### src/inc/xtg_defs.svh
// constants for the four-lane test pattern generator
`ifndef XTG_DEFS_SVH
`define XTG_DEFS_SVH

// ----------------------------------------------------------------------
// code-groups, transmitted left bit first (bit 9 first)
// ----------------------------------------------------------------------
`define XTG_SYNC_NEG   10'h0fa
`define XTG_SYNC_POS   10'h305
`define XTG_ALIGN_NEG  10'h0f3
`define XTG_ALIGN_POS  10'h30c
`define XTG_START_NEG  10'h368
`define XTG_START_POS  10'h097
`define XTG_FILL_NEG   10'h2b1
`define XTG_FILL_POS   10'h14e

// ----------------------------------------------------------------------
// sequence counts
// ----------------------------------------------------------------------
`define XTG_CHAR_LAST  4'h9
`define XTG_LOW_RUN    4'h5
`define XTG_SYNC_LAST  4'hf
`define XTG_SYNC_CYC   8'h9f
`define XTG_CRPAT_OCT  1512
`define XTG_CJPAT_OCT  1528
`define XTG_CRPAT_LAST 9'((`XTG_CRPAT_OCT / 4) - 1)
`define XTG_CJPAT_LAST 9'((`XTG_CJPAT_OCT / 4) - 1)
`define XTG_CHK_DLY    4

`endif

### src/inc/xtg_pkg.sv
// types for the four-lane test pattern generator
package xtg_pkg;

  typedef enum logic [2:0] {
    XTG_ST_IDLE   = 3'b000,
    XTG_ST_SYNC   = 3'b001,
    XTG_ST_ALIGN  = 3'b010,
    XTG_ST_LSYNC  = 3'b011,
    XTG_ST_LALIGN = 3'b100,
    XTG_ST_START  = 3'b101,
    XTG_ST_DATA   = 3'b110
  } xtg_state_e;

  typedef enum logic [1:0] {
    XTG_MD_HIGH  = 2'b00,
    XTG_MD_LOW   = 2'b01,
    XTG_MD_CRPAT = 2'b10,
    XTG_MD_CJPAT = 2'b11
  } xtg_mode_e;

endpackage

### src/hdl/xtg_enc.sv
// 8b/10b data encoder with its own running disparity
`timescale 1ns/100ps
module xtg_enc (
  // clock and reset
  input  wire logic       clk,
  input  wire logic       nrst,
  input  wire logic       ce,
  // octet in
  input  wire logic       load,
  input  wire logic       first,
  input  wire logic       rd_in,
  input  wire logic [7:0] octet,
  // code-group out
  output logic      [9:0] code_q
);

  localparam logic [5:0] T6 [32] = '{
    6'h27, 6'h1d, 6'h2d, 6'h31, 6'h35, 6'h29, 6'h19, 6'h38,
    6'h39, 6'h25, 6'h15, 6'h34, 6'h0d, 6'h2c, 6'h1c, 6'h17,
    6'h1b, 6'h23, 6'h13, 6'h32, 6'h0b, 6'h2a, 6'h1a, 6'h3a,
    6'h33, 6'h26, 6'h16, 6'h36, 6'h0e, 6'h2e, 6'h1e, 6'h2b};
  localparam logic [3:0] T4 [8] = '{
    4'hb, 4'h9, 4'h5, 4'hc, 4'hd, 4'ha, 4'h6, 4'he};

  logic       rd_q;
  logic       rd0;
  logic       rd1;
  logic       rd2;
  logic       alt7;
  logic [5:0] s6;
  logic [3:0] f4;

  // ----------------------------------------------------------------------
  // encode
  // ----------------------------------------------------------------------
  // the first group after the preamble takes the line disparity
  always_comb begin
    rd0  = first ? rd_in : rd_q;
    s6   = T6[octet[4:0]];
    if (rd0 && ($countones(s6) != 3 || octet[4:0] == 5'h07)) begin
      s6 = ~s6;
    end
    rd1  = ($countones(s6) != 3) ? ~rd0 : rd0;
    f4   = T4[octet[7:5]];
    alt7 = (octet[7:5] == 3'h7) &&
           ((!rd1 && s6[1:0] == 2'h3) || (rd1 && s6[1:0] == 2'h0));
    if (alt7) begin
      f4 = rd1 ? 4'h8 : 4'h7;
    end else if (rd1 && ($countones(f4) != 2 || octet[7:5] == 3'h3)) begin
      f4 = ~f4;
    end
    rd2  = ($countones(f4) != 2) ? ~rd1 : rd1;
  end

  always_ff @(posedge clk or negedge nrst) begin
    if (!nrst) begin
      code_q <= 10'h000;
      rd_q   <= 1'b0;
    end else if (ce && load) begin
      code_q <= {s6, f4};
      rd_q   <= rd2;
    end
  end

endmodule

### src/hdl/xtg_gen.sv
// four-lane test pattern generator with deskew preamble and lane checker
//
// Summary of operation
// - serial bits go round-robin to lanes 0,1,2,3 then wrap.
// - high mode puts alternating one-zero on every lane.
// - high mode serial source is four zeros then four ones, repeated.
// - low mode puts runs of five ones and five zeros on each lane.
// - random stream is a 1512-octet payload, 8b/10b coded, in data phase.
// - jitter stream is a 1528-octet payload, 8b/10b coded, in data phase.
// - a deskew preamble precedes the data sequence.
// - sync group repeats with alternating disparity, negative first.
// - sixteen sync groups per lane, ending at serial bit 639, then align.
// - align starts at serial bit 640, negative; next sync positive.
// - sixteen syncs plus one align repeat N times, once when N is zero.
// - lane 0 then sends a start character after a sync and an align.
// - lanes 1 to 3 send a disparity-correct filler in that slot.
// - checker compares each lane with the lane-level reference.
// - errors are counted only in the payload phase.
// - align deskews, sync synchronises, start marks lane 0.
`timescale 1ns/100ps
`include "xtg_defs.svh"
module xtg_gen (
  // clock and reset
  input  wire logic             clk,
  input  wire logic             nrst,
  input  wire logic             ce,
  // control
  input  wire logic             start,
  input  wire logic             stop,
  input  wire logic [1:0]       mode,
  input  wire logic [7:0]       blk_n,
  // payload octets, lane i in bits 8i+7..8i
  input  wire logic [31:0]      pay_data,
  output logic      [8:0]       pay_idx_q,
  // lanes
  output logic      [3:0]       lane_q,
  output logic                  busy_q,
  output logic                  data_q,
  // checker
  input  wire logic [3:0]       rx_lane,
  output logic      [3:0][15:0] err_cnt_q
);

  xtg_pkg::xtg_state_e state_q;
  xtg_pkg::xtg_state_e state_d;
  xtg_pkg::xtg_mode_e  mode_q;
  logic [3:0]          bit_cnt_q;
  logic [3:0]          char_cnt_q;
  logic [7:0]          blk_cnt_q;
  logic [7:0]          sync_cyc_q;
  logic                rd_q;
  logic [3:0][9:0]     word_q;
  logic [3:0][9:0]     enc_code;
  logic [3:0]          nib;
  logic                bound;
  logic                load;
  logic                load_enc;
  logic                frame_md;
  logic                rd_sel;
  logic [3:0]          ref_q [`XTG_CHK_DLY];
  logic                ph_q  [`XTG_CHK_DLY];

  function automatic logic [9:0] sync_w(input logic rd);
    return rd ? `XTG_SYNC_POS : `XTG_SYNC_NEG;
  endfunction

  function automatic logic [9:0] align_w(input logic rd);
    return rd ? `XTG_ALIGN_POS : `XTG_ALIGN_NEG;
  endfunction

  function automatic logic is_pre(input xtg_pkg::xtg_state_e s);
    return s != xtg_pkg::XTG_ST_IDLE && s != xtg_pkg::XTG_ST_DATA;
  endfunction

  assign bound    = bit_cnt_q == `XTG_CHAR_LAST;
  assign frame_md = mode_q == xtg_pkg::XTG_MD_CRPAT ||
                    mode_q == xtg_pkg::XTG_MD_CJPAT;
  assign load     = ce && ((state_q == xtg_pkg::XTG_ST_IDLE && start) ||
                           (state_q != xtg_pkg::XTG_ST_IDLE && bound));
  assign load_enc = ce && bound && frame_md &&
                    state_d == xtg_pkg::XTG_ST_DATA;
  assign rd_sel   = (state_q == xtg_pkg::XTG_ST_IDLE) ? 1'b0 : rd_q;

  // ----------------------------------------------------------------------
  // sequence control
  // ----------------------------------------------------------------------
  // every move except the start from idle happens on a character boundary of all four lanes
  always_comb begin
    state_d = state_q;
    if (stop && bound && state_q != xtg_pkg::XTG_ST_IDLE) begin
      state_d = xtg_pkg::XTG_ST_IDLE;
    end else begin
      case (state_q)
        xtg_pkg::XTG_ST_IDLE: begin
          if (start) state_d = xtg_pkg::XTG_ST_SYNC;
        end
        xtg_pkg::XTG_ST_SYNC: begin
          if (bound && char_cnt_q == `XTG_SYNC_LAST) begin
            state_d = xtg_pkg::XTG_ST_ALIGN;
          end
        end
        xtg_pkg::XTG_ST_ALIGN: begin
          // a count of zero behaves as one block
          if (bound) begin
            state_d = (8'(blk_cnt_q + 8'h01) >= blk_n) ?
                      xtg_pkg::XTG_ST_LSYNC : xtg_pkg::XTG_ST_SYNC;
          end
        end
        xtg_pkg::XTG_ST_LSYNC: begin
          if (bound) state_d = xtg_pkg::XTG_ST_LALIGN;
        end
        xtg_pkg::XTG_ST_LALIGN: begin
          if (bound) state_d = xtg_pkg::XTG_ST_START;
        end
        xtg_pkg::XTG_ST_START: begin
          if (bound) state_d = xtg_pkg::XTG_ST_DATA;
        end
        xtg_pkg::XTG_ST_DATA: begin
          state_d = xtg_pkg::XTG_ST_DATA;
        end
        default: begin
          state_d = xtg_pkg::XTG_ST_IDLE;
        end
      endcase
    end
  end

  always_ff @(posedge clk or negedge nrst) begin
    if (!nrst) begin
      state_q <= xtg_pkg::XTG_ST_IDLE;
      mode_q  <= xtg_pkg::XTG_MD_HIGH;
    end else if (ce) begin
      state_q <= state_d;
      if (state_q == xtg_pkg::XTG_ST_IDLE && start) begin
        mode_q <= xtg_pkg::xtg_mode_e'(mode);
      end
    end
  end

  // ----------------------------------------------------------------------
  // counters
  // ----------------------------------------------------------------------
  always_ff @(posedge clk or negedge nrst) begin
    if (!nrst) begin
      bit_cnt_q  <= 4'h0;
      char_cnt_q <= 4'h0;
      blk_cnt_q  <= 8'h00;
      sync_cyc_q <= 8'h00;
    end else if (ce) begin
      if (state_q == xtg_pkg::XTG_ST_IDLE) begin
        bit_cnt_q  <= 4'h0;
        char_cnt_q <= 4'h0;
        blk_cnt_q  <= 8'h00;
      end else begin
        bit_cnt_q <= bound ? 4'h0 : 4'(bit_cnt_q + 4'h1);
        if (bound && state_q == xtg_pkg::XTG_ST_SYNC) begin
          char_cnt_q <= 4'(char_cnt_q + 4'h1);
        end else if (bound && state_q == xtg_pkg::XTG_ST_ALIGN) begin
          char_cnt_q <= 4'h0;
          blk_cnt_q  <= 8'(blk_cnt_q + 8'h01);
        end
      end
      sync_cyc_q <= (state_q == xtg_pkg::XTG_ST_SYNC) ?
                    8'(sync_cyc_q + 8'h01) : 8'h00;
    end
  end

  // ----------------------------------------------------------------------
  // preamble code-groups
  // ----------------------------------------------------------------------
  // sync and align each flip disparity; start and filler are neutral
  always_ff @(posedge clk or negedge nrst) begin
    if (!nrst) begin
      word_q <= '0;
      rd_q   <= 1'b0;
    end else if (load) begin
      case (state_d)
        xtg_pkg::XTG_ST_SYNC, xtg_pkg::XTG_ST_LSYNC: begin
          word_q <= {4{sync_w(rd_sel)}};
          rd_q   <= ~rd_sel;
        end
        xtg_pkg::XTG_ST_ALIGN, xtg_pkg::XTG_ST_LALIGN: begin
          word_q <= {4{align_w(rd_sel)}};
          rd_q   <= ~rd_sel;
        end
        xtg_pkg::XTG_ST_START: begin
          word_q[0] <= rd_sel ? `XTG_START_POS : `XTG_START_NEG;
          word_q[1] <= rd_sel ? `XTG_FILL_POS : `XTG_FILL_NEG;
          word_q[2] <= rd_sel ? `XTG_FILL_POS : `XTG_FILL_NEG;
          word_q[3] <= rd_sel ? `XTG_FILL_POS : `XTG_FILL_NEG;
        end
        default: begin
          word_q <= word_q;
        end
      endcase
    end
  end

  // ----------------------------------------------------------------------
  // payload encoding
  // ----------------------------------------------------------------------
  always_ff @(posedge clk or negedge nrst) begin
    if (!nrst) begin
      pay_idx_q <= 9'h000;
    end else if (ce) begin
      if (state_q == xtg_pkg::XTG_ST_IDLE) begin
        pay_idx_q <= 9'h000;
      end else if (load_enc) begin
        if ((mode_q == xtg_pkg::XTG_MD_CRPAT &&
             pay_idx_q == `XTG_CRPAT_LAST) ||
            (mode_q == xtg_pkg::XTG_MD_CJPAT &&
             pay_idx_q == `XTG_CJPAT_LAST)) begin
          pay_idx_q <= 9'h000;
        end else begin
          pay_idx_q <= 9'(pay_idx_q + 9'h001);
        end
      end
    end
  end

  // ----------------------------------------------------------------------
  // per-lane serial nibble
  // ----------------------------------------------------------------------
  // lane i takes serial bit 4k+i, so the nibble is the serial source
  for (genvar i = 0; i < 4; i++) begin : g_lane
    xtg_enc xtg_enc_i (
      .clk    (clk),
      .nrst   (nrst),
      .ce     (ce),
      .load   (load_enc),
      .first  (state_q == xtg_pkg::XTG_ST_START),
      .rd_in  (rd_q),
      .octet  (pay_data[8*i +: 8]),
      .code_q (enc_code[i])
    );

    always_comb begin
      case (state_q)
        xtg_pkg::XTG_ST_IDLE: begin
          nib[i] = 1'b0;
        end
        xtg_pkg::XTG_ST_DATA: begin
          case (mode_q)
            xtg_pkg::XTG_MD_HIGH: nib[i] = bit_cnt_q[0];
            xtg_pkg::XTG_MD_LOW:  nib[i] = bit_cnt_q < `XTG_LOW_RUN;
            default: nib[i] = enc_code[i][`XTG_CHAR_LAST - bit_cnt_q];
          endcase
        end
        default: begin
          nib[i] = word_q[i][`XTG_CHAR_LAST - bit_cnt_q];
        end
      endcase
    end
  end

  always_ff @(posedge clk or negedge nrst) begin
    if (!nrst) begin
      lane_q <= 4'h0;
      busy_q <= 1'b0;
      data_q <= 1'b0;
    end else if (ce) begin
      lane_q <= nib;
      busy_q <= state_q != xtg_pkg::XTG_ST_IDLE;
      data_q <= state_q == xtg_pkg::XTG_ST_DATA;
    end
  end

  // ----------------------------------------------------------------------
  // lane checker
  // ----------------------------------------------------------------------
  // fixed loop latency; a receiver path of another depth needs a retune
  always_ff @(posedge clk or negedge nrst) begin
    if (!nrst) begin
      for (int k = 0; k < `XTG_CHK_DLY; k++) begin
        ref_q[k] <= 4'h0;
        ph_q[k]  <= 1'b0;
      end
    end else if (ce) begin
      ref_q[0] <= lane_q;
      ph_q[0]  <= data_q;
      for (int k = 1; k < `XTG_CHK_DLY; k++) begin
        ref_q[k] <= ref_q[k-1];
        ph_q[k]  <= ph_q[k-1];
      end
    end
  end

  for (genvar i = 0; i < 4; i++) begin : g_chk
    always_ff @(posedge clk or negedge nrst) begin
      if (!nrst) begin
        err_cnt_q[i] <= 16'h0000;
      end else if (ce) begin
        if (state_q == xtg_pkg::XTG_ST_IDLE && start) begin
          err_cnt_q[i] <= 16'h0000;
        end else if (ph_q[`XTG_CHK_DLY-1] && err_cnt_q[i] != 16'hffff &&
                     rx_lane[i] != ref_q[`XTG_CHK_DLY-1][i]) begin
          err_cnt_q[i] <= 16'(err_cnt_q[i] + 16'h0001);
        end
      end
    end
  end
endmodule

### config.mk
export PLATFORM = sky130hd
export DESIGN_NAME = xtg_gen
export DESIGN_NICKNAME = d
export VERILOG_FILES = /design/src/inc/xtg_pkg.sv /design/src/hdl/xtg_enc.sv /design/src/hdl/xtg_gen.sv
export VERILOG_INCLUDE_DIRS = /design/src /design/src/inc
export SDC_FILE = /design/constraint.sdc
export NUM_CORES = 1
export LEC_CHECK = 0
export ABC_AREA = 1
export BUFFER_PORTS_ARGS = -buffer_cell sky130_fd_sc_hd__buf_2
export CORE_MARGIN = 2
export CORE_UTILIZATION = 56
export CTS_BUF_LIST = sky130_fd_sc_hd__clkbuf_4 sky130_fd_sc_hd__clkbuf_8
export CTS_CLUSTER_SIZE = 40
export DETAILED_ROUTE_END_ITERATION = 8
export PLACE_DENSITY = 0.79
export SYNTH_ARGS = -nofsm -noshare
export SYNTH_HDL_FRONTEND = slang
export SYNTH_SLANG_ARGS = --single-unit
### constraint.sdc
create_clock -name clk -period 4.95 [get_ports clk]
set_clock_uncertainty 0.2 [all_clocks]
set_input_delay 0.495 -clock clk [delete_from_list [all_inputs] [get_ports clk]]
set_output_delay 0.495 -clock clk [all_outputs]
set_load 0.05 [all_outputs]
# [Word level (Yosys, flattened, before mapping)]
# Memories as Yosys holds them, arrays and structs flattened.
# Cells that the tools add are included.
# W data, S select, Z words.
[classes] bitwise_logic=25 n_eq_ne=60 reduce_logical=89 n_mux=102 add_sub_neg=73 magnitude_cmp=11
[op_table] operator="$add A32 B32 Y32" n=24
[op_table] operator="$ne A32 B3 Y1 const B" n=16
[op_table] operator="$mux W16" n=8
[op_table] operator="$pmux W40 S3" n=1
[op_table] operator="$mux W4" n=25
[op_table] operator="$add A1 B1 Y2" n=40
[op_table] operator="$mux W6" n=12
[op_table] operator="$add A16 B1 Y16 const B" n=4
[op_table] operator="$ne A16 B16 Y1 const B" n=4
[op_table] operator="$logic_and A1 B1 Y1" n=42
[op_table] operator="$mux W10" n=4
[op_table] operator="$bmux W1 S4" n=8
[op_table] operator="$eq A3 B3 Y1 const B" n=10
[op_table] operator="$mux W9" n=3
[op_table] operator="$eq A3 B2 Y1 const B" n=8
[op_table] operator="$ge A6 B6 Y1 const B" n=4
[op_table] operator="$mux W8" n=3
[op_table] operator="$not A5 Y6" n=4
[op_table] operator="$not A6 Y6" n=4
[op_table] operator="$mux W1" n=21
[op_table] operator="$mux W3" n=7
[op_table] operator="$pmux W3 S7" n=1
[op_table] operator="$eq A5 B3 Y1 const B" n=4
[op_table] operator="$eq A9 B9 Y1 const B" n=2
[op_table] operator="29 further kinds" n=101
[word_totals] out_inout_bits=79 n_memories=8 inputBits=51 wordCells=402 register_bits=205 mem_bits_ro=896
[memory_table] memory="(no name shown)" depth=32 word_bits=6 rd=1 rd_clocked_by_memory_dff=0 write_ports=0 line="xtg_enc.sv:39" text="s6 = T6[octet[4:0]];"
[memory_table] memory="(no name shown)" depth=32 word_bits=6 rd=1 rd_clocked_by_memory_dff=0 write_ports=0 line="xtg_enc.sv:39"
[memory_table] memory="(no name shown)" depth=32 word_bits=6 rd=1 rd_clocked_by_memory_dff=0 write_ports=0 line="xtg_enc.sv:39"
[memory_table] memory="(no name shown)" depth=32 word_bits=6 rd=1 rd_clocked_by_memory_dff=0 write_ports=0 line="xtg_enc.sv:39"
[memory_table] memory="(no name shown)" depth=8 word_bits=4 rd=1 rd_clocked_by_memory_dff=0 write_ports=0 line="xtg_enc.sv:44" text="f4 = T4[octet[7:5]];"
[memory_table] memory="(no name shown)" depth=8 word_bits=4 rd=1 rd_clocked_by_memory_dff=0 write_ports=0 line="xtg_enc.sv:44"
[memory_table] memory="+2 memories"

# [Longest topological paths before layout]
[depth] ltp_word=25 depth_mapped=37 depth_no_buf=37

# [Hierarchy]
# From an unflattened synthesis, not the netlist that was laid out.
[hier_totals] cells_unflattened=1834 area_unflattened_um2=13686.9
[by_module_without_submodules] module="xtg_gen" seq_area_each_um2=3228.1 instances=1 area_each_um2=7751.2 cells_per_inst=1043
[by_module_without_submodules] module="xtg_enc (g_lane[1].xtg_enc_i)" seq_area_each_um2=275.3 instances=1 area_each_um2=1515.2 cells_per_inst=198
[by_module_without_submodules] module="xtg_enc (g_lane[0].xtg_enc_i)" seq_area_each_um2=275.3 instances=1 area_each_um2=1498.9 cells_per_inst=199
[by_module_without_submodules] module="xtg_enc (g_lane[2].xtg_enc_i)" seq_area_each_um2=275.3 instances=1 area_each_um2=1466.4 cells_per_inst=199
[by_module_without_submodules] module="xtg_enc (g_lane[3].xtg_enc_i)" seq_area_each_um2=275.3 instances=1 area_each_um2=1455.1 cells_per_inst=195

# [Worst setup path before layout]
# No wires, ideal clock.
[synth_path] path_type="input-to-reg" start="in pay_data[0]" end="reg g_lane[0].xtg_enc_i.rd_q" stages=31 t_required_ps=4619 path_buffers=0 t_arrival_ps=6054 path_slack_ps=-1434 setup_ps=131 cell_sequence="inv_1 > ha_1 > o21ai_0 > nand2_1 > o221ai_1 > nand2_1 > o31ai_1 > inv_1 > ha_1 > fa_1 > ha_1 > nand2_1 > nor3_1 > o21ai_0 > nand2_1 > inv_2 > xor2_1 > nor2_1 > fa_1 > ha_1 > nand3_1 > xor2_1 > nand2_2 > xor2_1 > a21boi_0 > ha_1 > ha_1 > fa_1 > nor3b_1 > xor2_1 > o21ai_0"
[synth_between] elab_chain_cells=25 elab_cells_between_ends=39 classes_between="add/sub: 13; eq/ne: 5; mux: 8; bitwise: 3; reduce/logical: 9; memory: 1"
[synth_rtl] element="from (decl)" line="xtg_gen.sv:33" text="input wire logic [31:0] pay_data,"
[synth_rtl] element="$not A5 Y6 (not written as such)" line="xtg_enc.sv:39"
[synth_rtl] element="$mem_v2 Z32 W6"
[synth_rtl] element="$mux W6 (not written as such) (2 in series)" line="xtg_enc.sv:39"
[synth_rtl] element="$add A1 B1 Y2 (not written as such)" line="xtg_enc.sv:40" text="if (rd0 && ($countones(s6) != 3 || octet[4:0] == 5'h07)) begin"
[synth_rtl] element="$add A32 B32 Y32 (not written as such) (2 in series)" line="xtg_enc.sv:40"
[synth_rtl] element="$ne A32 B3 Y1" line="xtg_enc.sv:40"
[synth_rtl] element="$logic_or A1 B1 Y1" line="xtg_enc.sv:40"
[synth_rtl] element="$logic_and A1 B1 Y1" line="xtg_enc.sv:40"
[synth_rtl] element="[... 8 more ...]"
[synth_rtl] element="$logic_or A1 B1 Y1" line="xtg_enc.sv:46" text="((!rd1 && s6[1:0] == 2'h3) || (rd1 && s6[1:0] == 2'h0));"
[synth_rtl] element="$logic_and A1 B1 Y1" line="xtg_enc.sv:45" text="alt7 = (octet[7:5] == 3'h7) &&"
[synth_rtl] element="$mux W4 *" line="xtg_enc.sv:47" text="if (alt7) begin"
[synth_rtl] element="named net g_lane[0].xtg_enc_i.f4[3]" line="xtg_enc.sv:31" text="logic [3:0] f4;"
[synth_rtl] element="$add A1 B1 Y2 (not written as such) *" line="xtg_enc.sv:52" text="rd2 = ($countones(f4) != 2) ? ~rd1 : rd1;"
[synth_rtl] element="$add A32 B32 Y32 (not written as such) *" line="xtg_enc.sv:52"
[synth_rtl] element="$ne A32 B3 Y1 *" line="xtg_enc.sv:52"
[synth_rtl] element="$mux W1 *" line="xtg_enc.sv:52"
[synth_rtl] element="to (signal assigned)" line="xtg_enc.sv:61" text="rd_q <= rd2;"
[synth_rtl] element="to (decl)" line="xtg_enc.sv:25" text="logic rd_q;"
# Mark *: on every way through the listed nets, which the timed path passes. The rest lies on a longest branch. The select of a mux whose other input is x is not followed.
# A chain may end at the register's enable or synchronous reset.

# [Worst setup path in the final report]
[layout_path] start="in pay_data[1]" end="reg g_lane[0].xtg_enc_i.rd_q"
# The elaborated chain is that of the path after synthesis.

==> flow_summary.ini <==
[finish]
seq_area_um2 = 4330
multi_input_area_um2 = 8850
fillCellCount = 1410
fin_area_um2 = 17200
antenna_cells = 0
final_core_util_pct = 78.3
area_growth_pct = 36.4
drive_gt1_share_pct = 32.8
layout.nets = 2181

[yosys]
synth_top_area_share_pct = 34.4
syn_area_um2 = 12600
ys_seq_area_share_pct = 34.4
synth.avg_cell_area_um2 = 7.45
ys_ff_latch = 173
synth_flop_cell = dfrtp_1
synth_edf_count = 0
async_flop_share_pct = 100
ys_types = 59
yosysMostFrequentCell = nand2_1
synth_commonest_cells = 472 x nand2_1, 176 x inv_1, 173 x dfrtp_1
yosysWarnings = 0
ys_top_cells_by_area = dfrtp_1 34%, nand2_1 14%, ha_1 9.5%
yosysTopAreaCell = dfrtp_1
syn_inst = 1691
syn-num-nets = 1856

[worst_setup_path]
worst_path_max_delay_cell = fa_1
r2r-start = state_q[0]$_DFFE_PN0P_
rrSetupSlack_ns = -0.27
crit_type = input pin to flip-flop
worst-path-max-fanout = 5
regToRegEndpoint = g_lane[2].xtg_enc_i.rd_q$_DFFE_PN0P_
cp_common_cell = ha_4
crit_arrival_ns = 6.48
end_kind = flip-flop
required_ns = 5.08
critPathLaunchType = input pin
slowest_delay_ns = 0.51
reg2reg_depth = 23

[die]
die_h_um = 154
core_um2 = 22000
start_util_pct = 57.4
die_area_um2 = 23700
ios = 130
die_w_um = 154
rows = 54

[power_and_ir_drop]
power_density_nw_per_um2 = 423
ir_drop_v = 0.000449
p_leak_nw = 8.58

[sta]
relSlewSlack_pct = 34.5
drv_slew = 0
worst_pin_slew_ns = 0.983
setup_violations = 14
rsz0062_at_grt = yes
period_needed_ns = 6.35
finalCritPeriodShare_pct = 128
finalWorstSetupSlack_ns = -1.40
hold_slack_ns = 0.0401
clock.fmax_mhz = 158
hold_violations = 0

[route]
finalWirelength_mm = 35.2
viasPerCell = 5.54
ant_nets = 0
vias = 12800
wl_per_cell_um = 15.3
dr.pass1.iters = 6
drc = 0
drt-initial-drc-count = 907

[grt]
grt_max_degree = 107
grt_first_pass_wirelength_mm = 53.8
grt.overflow.total = 0
grt_pass1_vias = 11900
track_usage_pct = 27.1
antenna_found_initial = 0

[placed_design]
io_buffers = 129
gp_congestion = 0.873
place_hpwl_mm = 22.0
place_area_um2 = 14800

[clock_tree]
cts_tree = done
path_clk_slew_ns = 0.10
cts_inserted_buffers = 17
clk_latency_ns = 0.48
cts_root_buf = clkbuf_8
cts_max_path_buffers = 2
htree_num_levels = 4
clock_sinks = 173

[status]
outcome = complete, but fails checks
violations = negative setup slack

[worst_hold_path]
hold-path-endpoint = mode_q[0]$_DFFE_PN0P_
hold_start = mode[0]
hold_class = input pin to flip-flop
whs_path_depth = 3

[job]
max-cap-violations = 0
critical path, delay by kind of cell:
kind            cells  cell delay (ns)
compound gates      5             0.52
xor+xnor            4             0.92
fa+ha+maj           9             2.79
buf+inv             4             0.36
simple gates       12             1.39
worst max path at each step:
stage / startpoint / depth (start not counted) / slack, ns / end
after floorplan: pay_data[0] / 32 / -1.16 / g_lane[0].xtg_enc_i.rd_q$_DFFE_PN0P_
after global placement: pay_data[16] / 28 / -1.42 / g_lane[2].xtg_enc_i.rd_q$_DFFE_PN0P_
after detailed placement: pay_data[1] / 34 / -1.77 / g_lane[0].xtg_enc_i.rd_q$_DFFE_PN0P_
after CTS: pay_data[0] / 35 / -1.12 / g_lane[0].xtg_enc_i.rd_q$_DFFE_PN0P_
after global routing: pay_data[1] / 33 / -1.61 / g_lane[0].xtg_enc_i.rd_q$_DFFE_PN0P_
final: pay_data[1] / 34 / -1.40 / g_lane[0].xtg_enc_i.rd_q$_DFFE_PN0P_
metrics by stage:
stage	setup WS, ns	power [mW]	setup TNS [ns]	instances
floorplan	-1.16	4.14	-4.23	1691
CTS	-1.12	6.45	-5.16	2304
detailed placement	-1.77	5.14	-13.34	2212
finish	-1.40	7.27	-6.17	2309
global placement	-1.42	5.00	-8.55	2212
global route	-1.61	7.78	-9.15	2309
power breakdown:
group          leakage (nW)  switching [mW]  internal, mW  total, mW
combinational          6.03            2.52          1.95       4.47
clock                 0.204           0.571         0.433       1.00
sequential             2.35           0.190          1.60       1.79
total                  8.58            3.28          3.99       7.27
cell families after synthesis:
family,after synthesis,synth area share [%]
AND/OR/NAND/NOR,829,28.3
multiplexers,5,0.407
flip-flops,173,34.4
buffers and inverters,235,7.35
adder cells (fa/ha/maj),114,12.4
AO/OA/AOI/OAI,264,12.1
XOR/XNOR,71,5.05
timing repair:
| action | in CTS | in global routing |
|---|---|---|
| pin swaps | 59 | 140 |
| endpoints found under the setup margin | 9 | 20 |
| hold buffers | 1 | 0 |
| buffers inserted | 59 | 17 |
| hold endpoints to repair | 59 | 0 |
| resized for setup | 84 | 241 |
| gates cloned | 0 | 0 |
layout make-up:
type / instances / share of cell area [%]
multi-input cells: 1283 / 51.5
inverters: 192 / 4.61
clock inverters: 14 / 0.910
well taps: 280 / 2.04
flip-flops and latches: 173 / 25.2
repair buffers: 349 / 14.3
clock buffers: 18 / 1.44
routing by layer:
metal,global-route usage [%],routed length [um],vias up
met5,0,0,-
met4,9.52,1350,0
met3,3.35,1550,117
met2,48.1,18000,407
met1,34.0,14300,6126
li1,-,-,6152
flip-flops by register name (all words and copies together), names as in the netlist:
signal / count
err_cnt_q: 64
blk_cnt_q: 8
state_q: 3
word_q: 8
mode_q: 2
data_q: 1
ref_q: 16
pay_idx_q: 9
char_cnt_q: 4
g_lane.xtg_enc_i.rd_q: 4
rd_q: 1
busy_q: 1
bit_cnt_q: 4
lane_q: 4
g_lane.xtg_enc_i.code_q: 40
ph_q: 4
placed cells by master (no fill, tap or decap), types with 8 or more instances in the layout:
cell,count
a21oi_1,54
a31oi_1,11
buf_2,118
buf_4,207
buf_6,14
clkbuf_8,18
dfrtp_1,173
fa_1,12
ha_1,44
ha_4,45
inv_1,156
inv_2,21
nand2_1,414
nand2_2,54
nand2_4,23
nand3_1,83
nand3_2,15
nand4_1,13
nor2_1,136
nor2_2,10
nor2_4,12
nor3_1,34
o211ai_1,16
o21a_1,9
o21ai_0,84
o21ai_1,27
o21ai_2,13
xnor2_1,9
xor2_1,41
xor2_2,8
xor2_4,12
(Power assumes the default switching activity.)
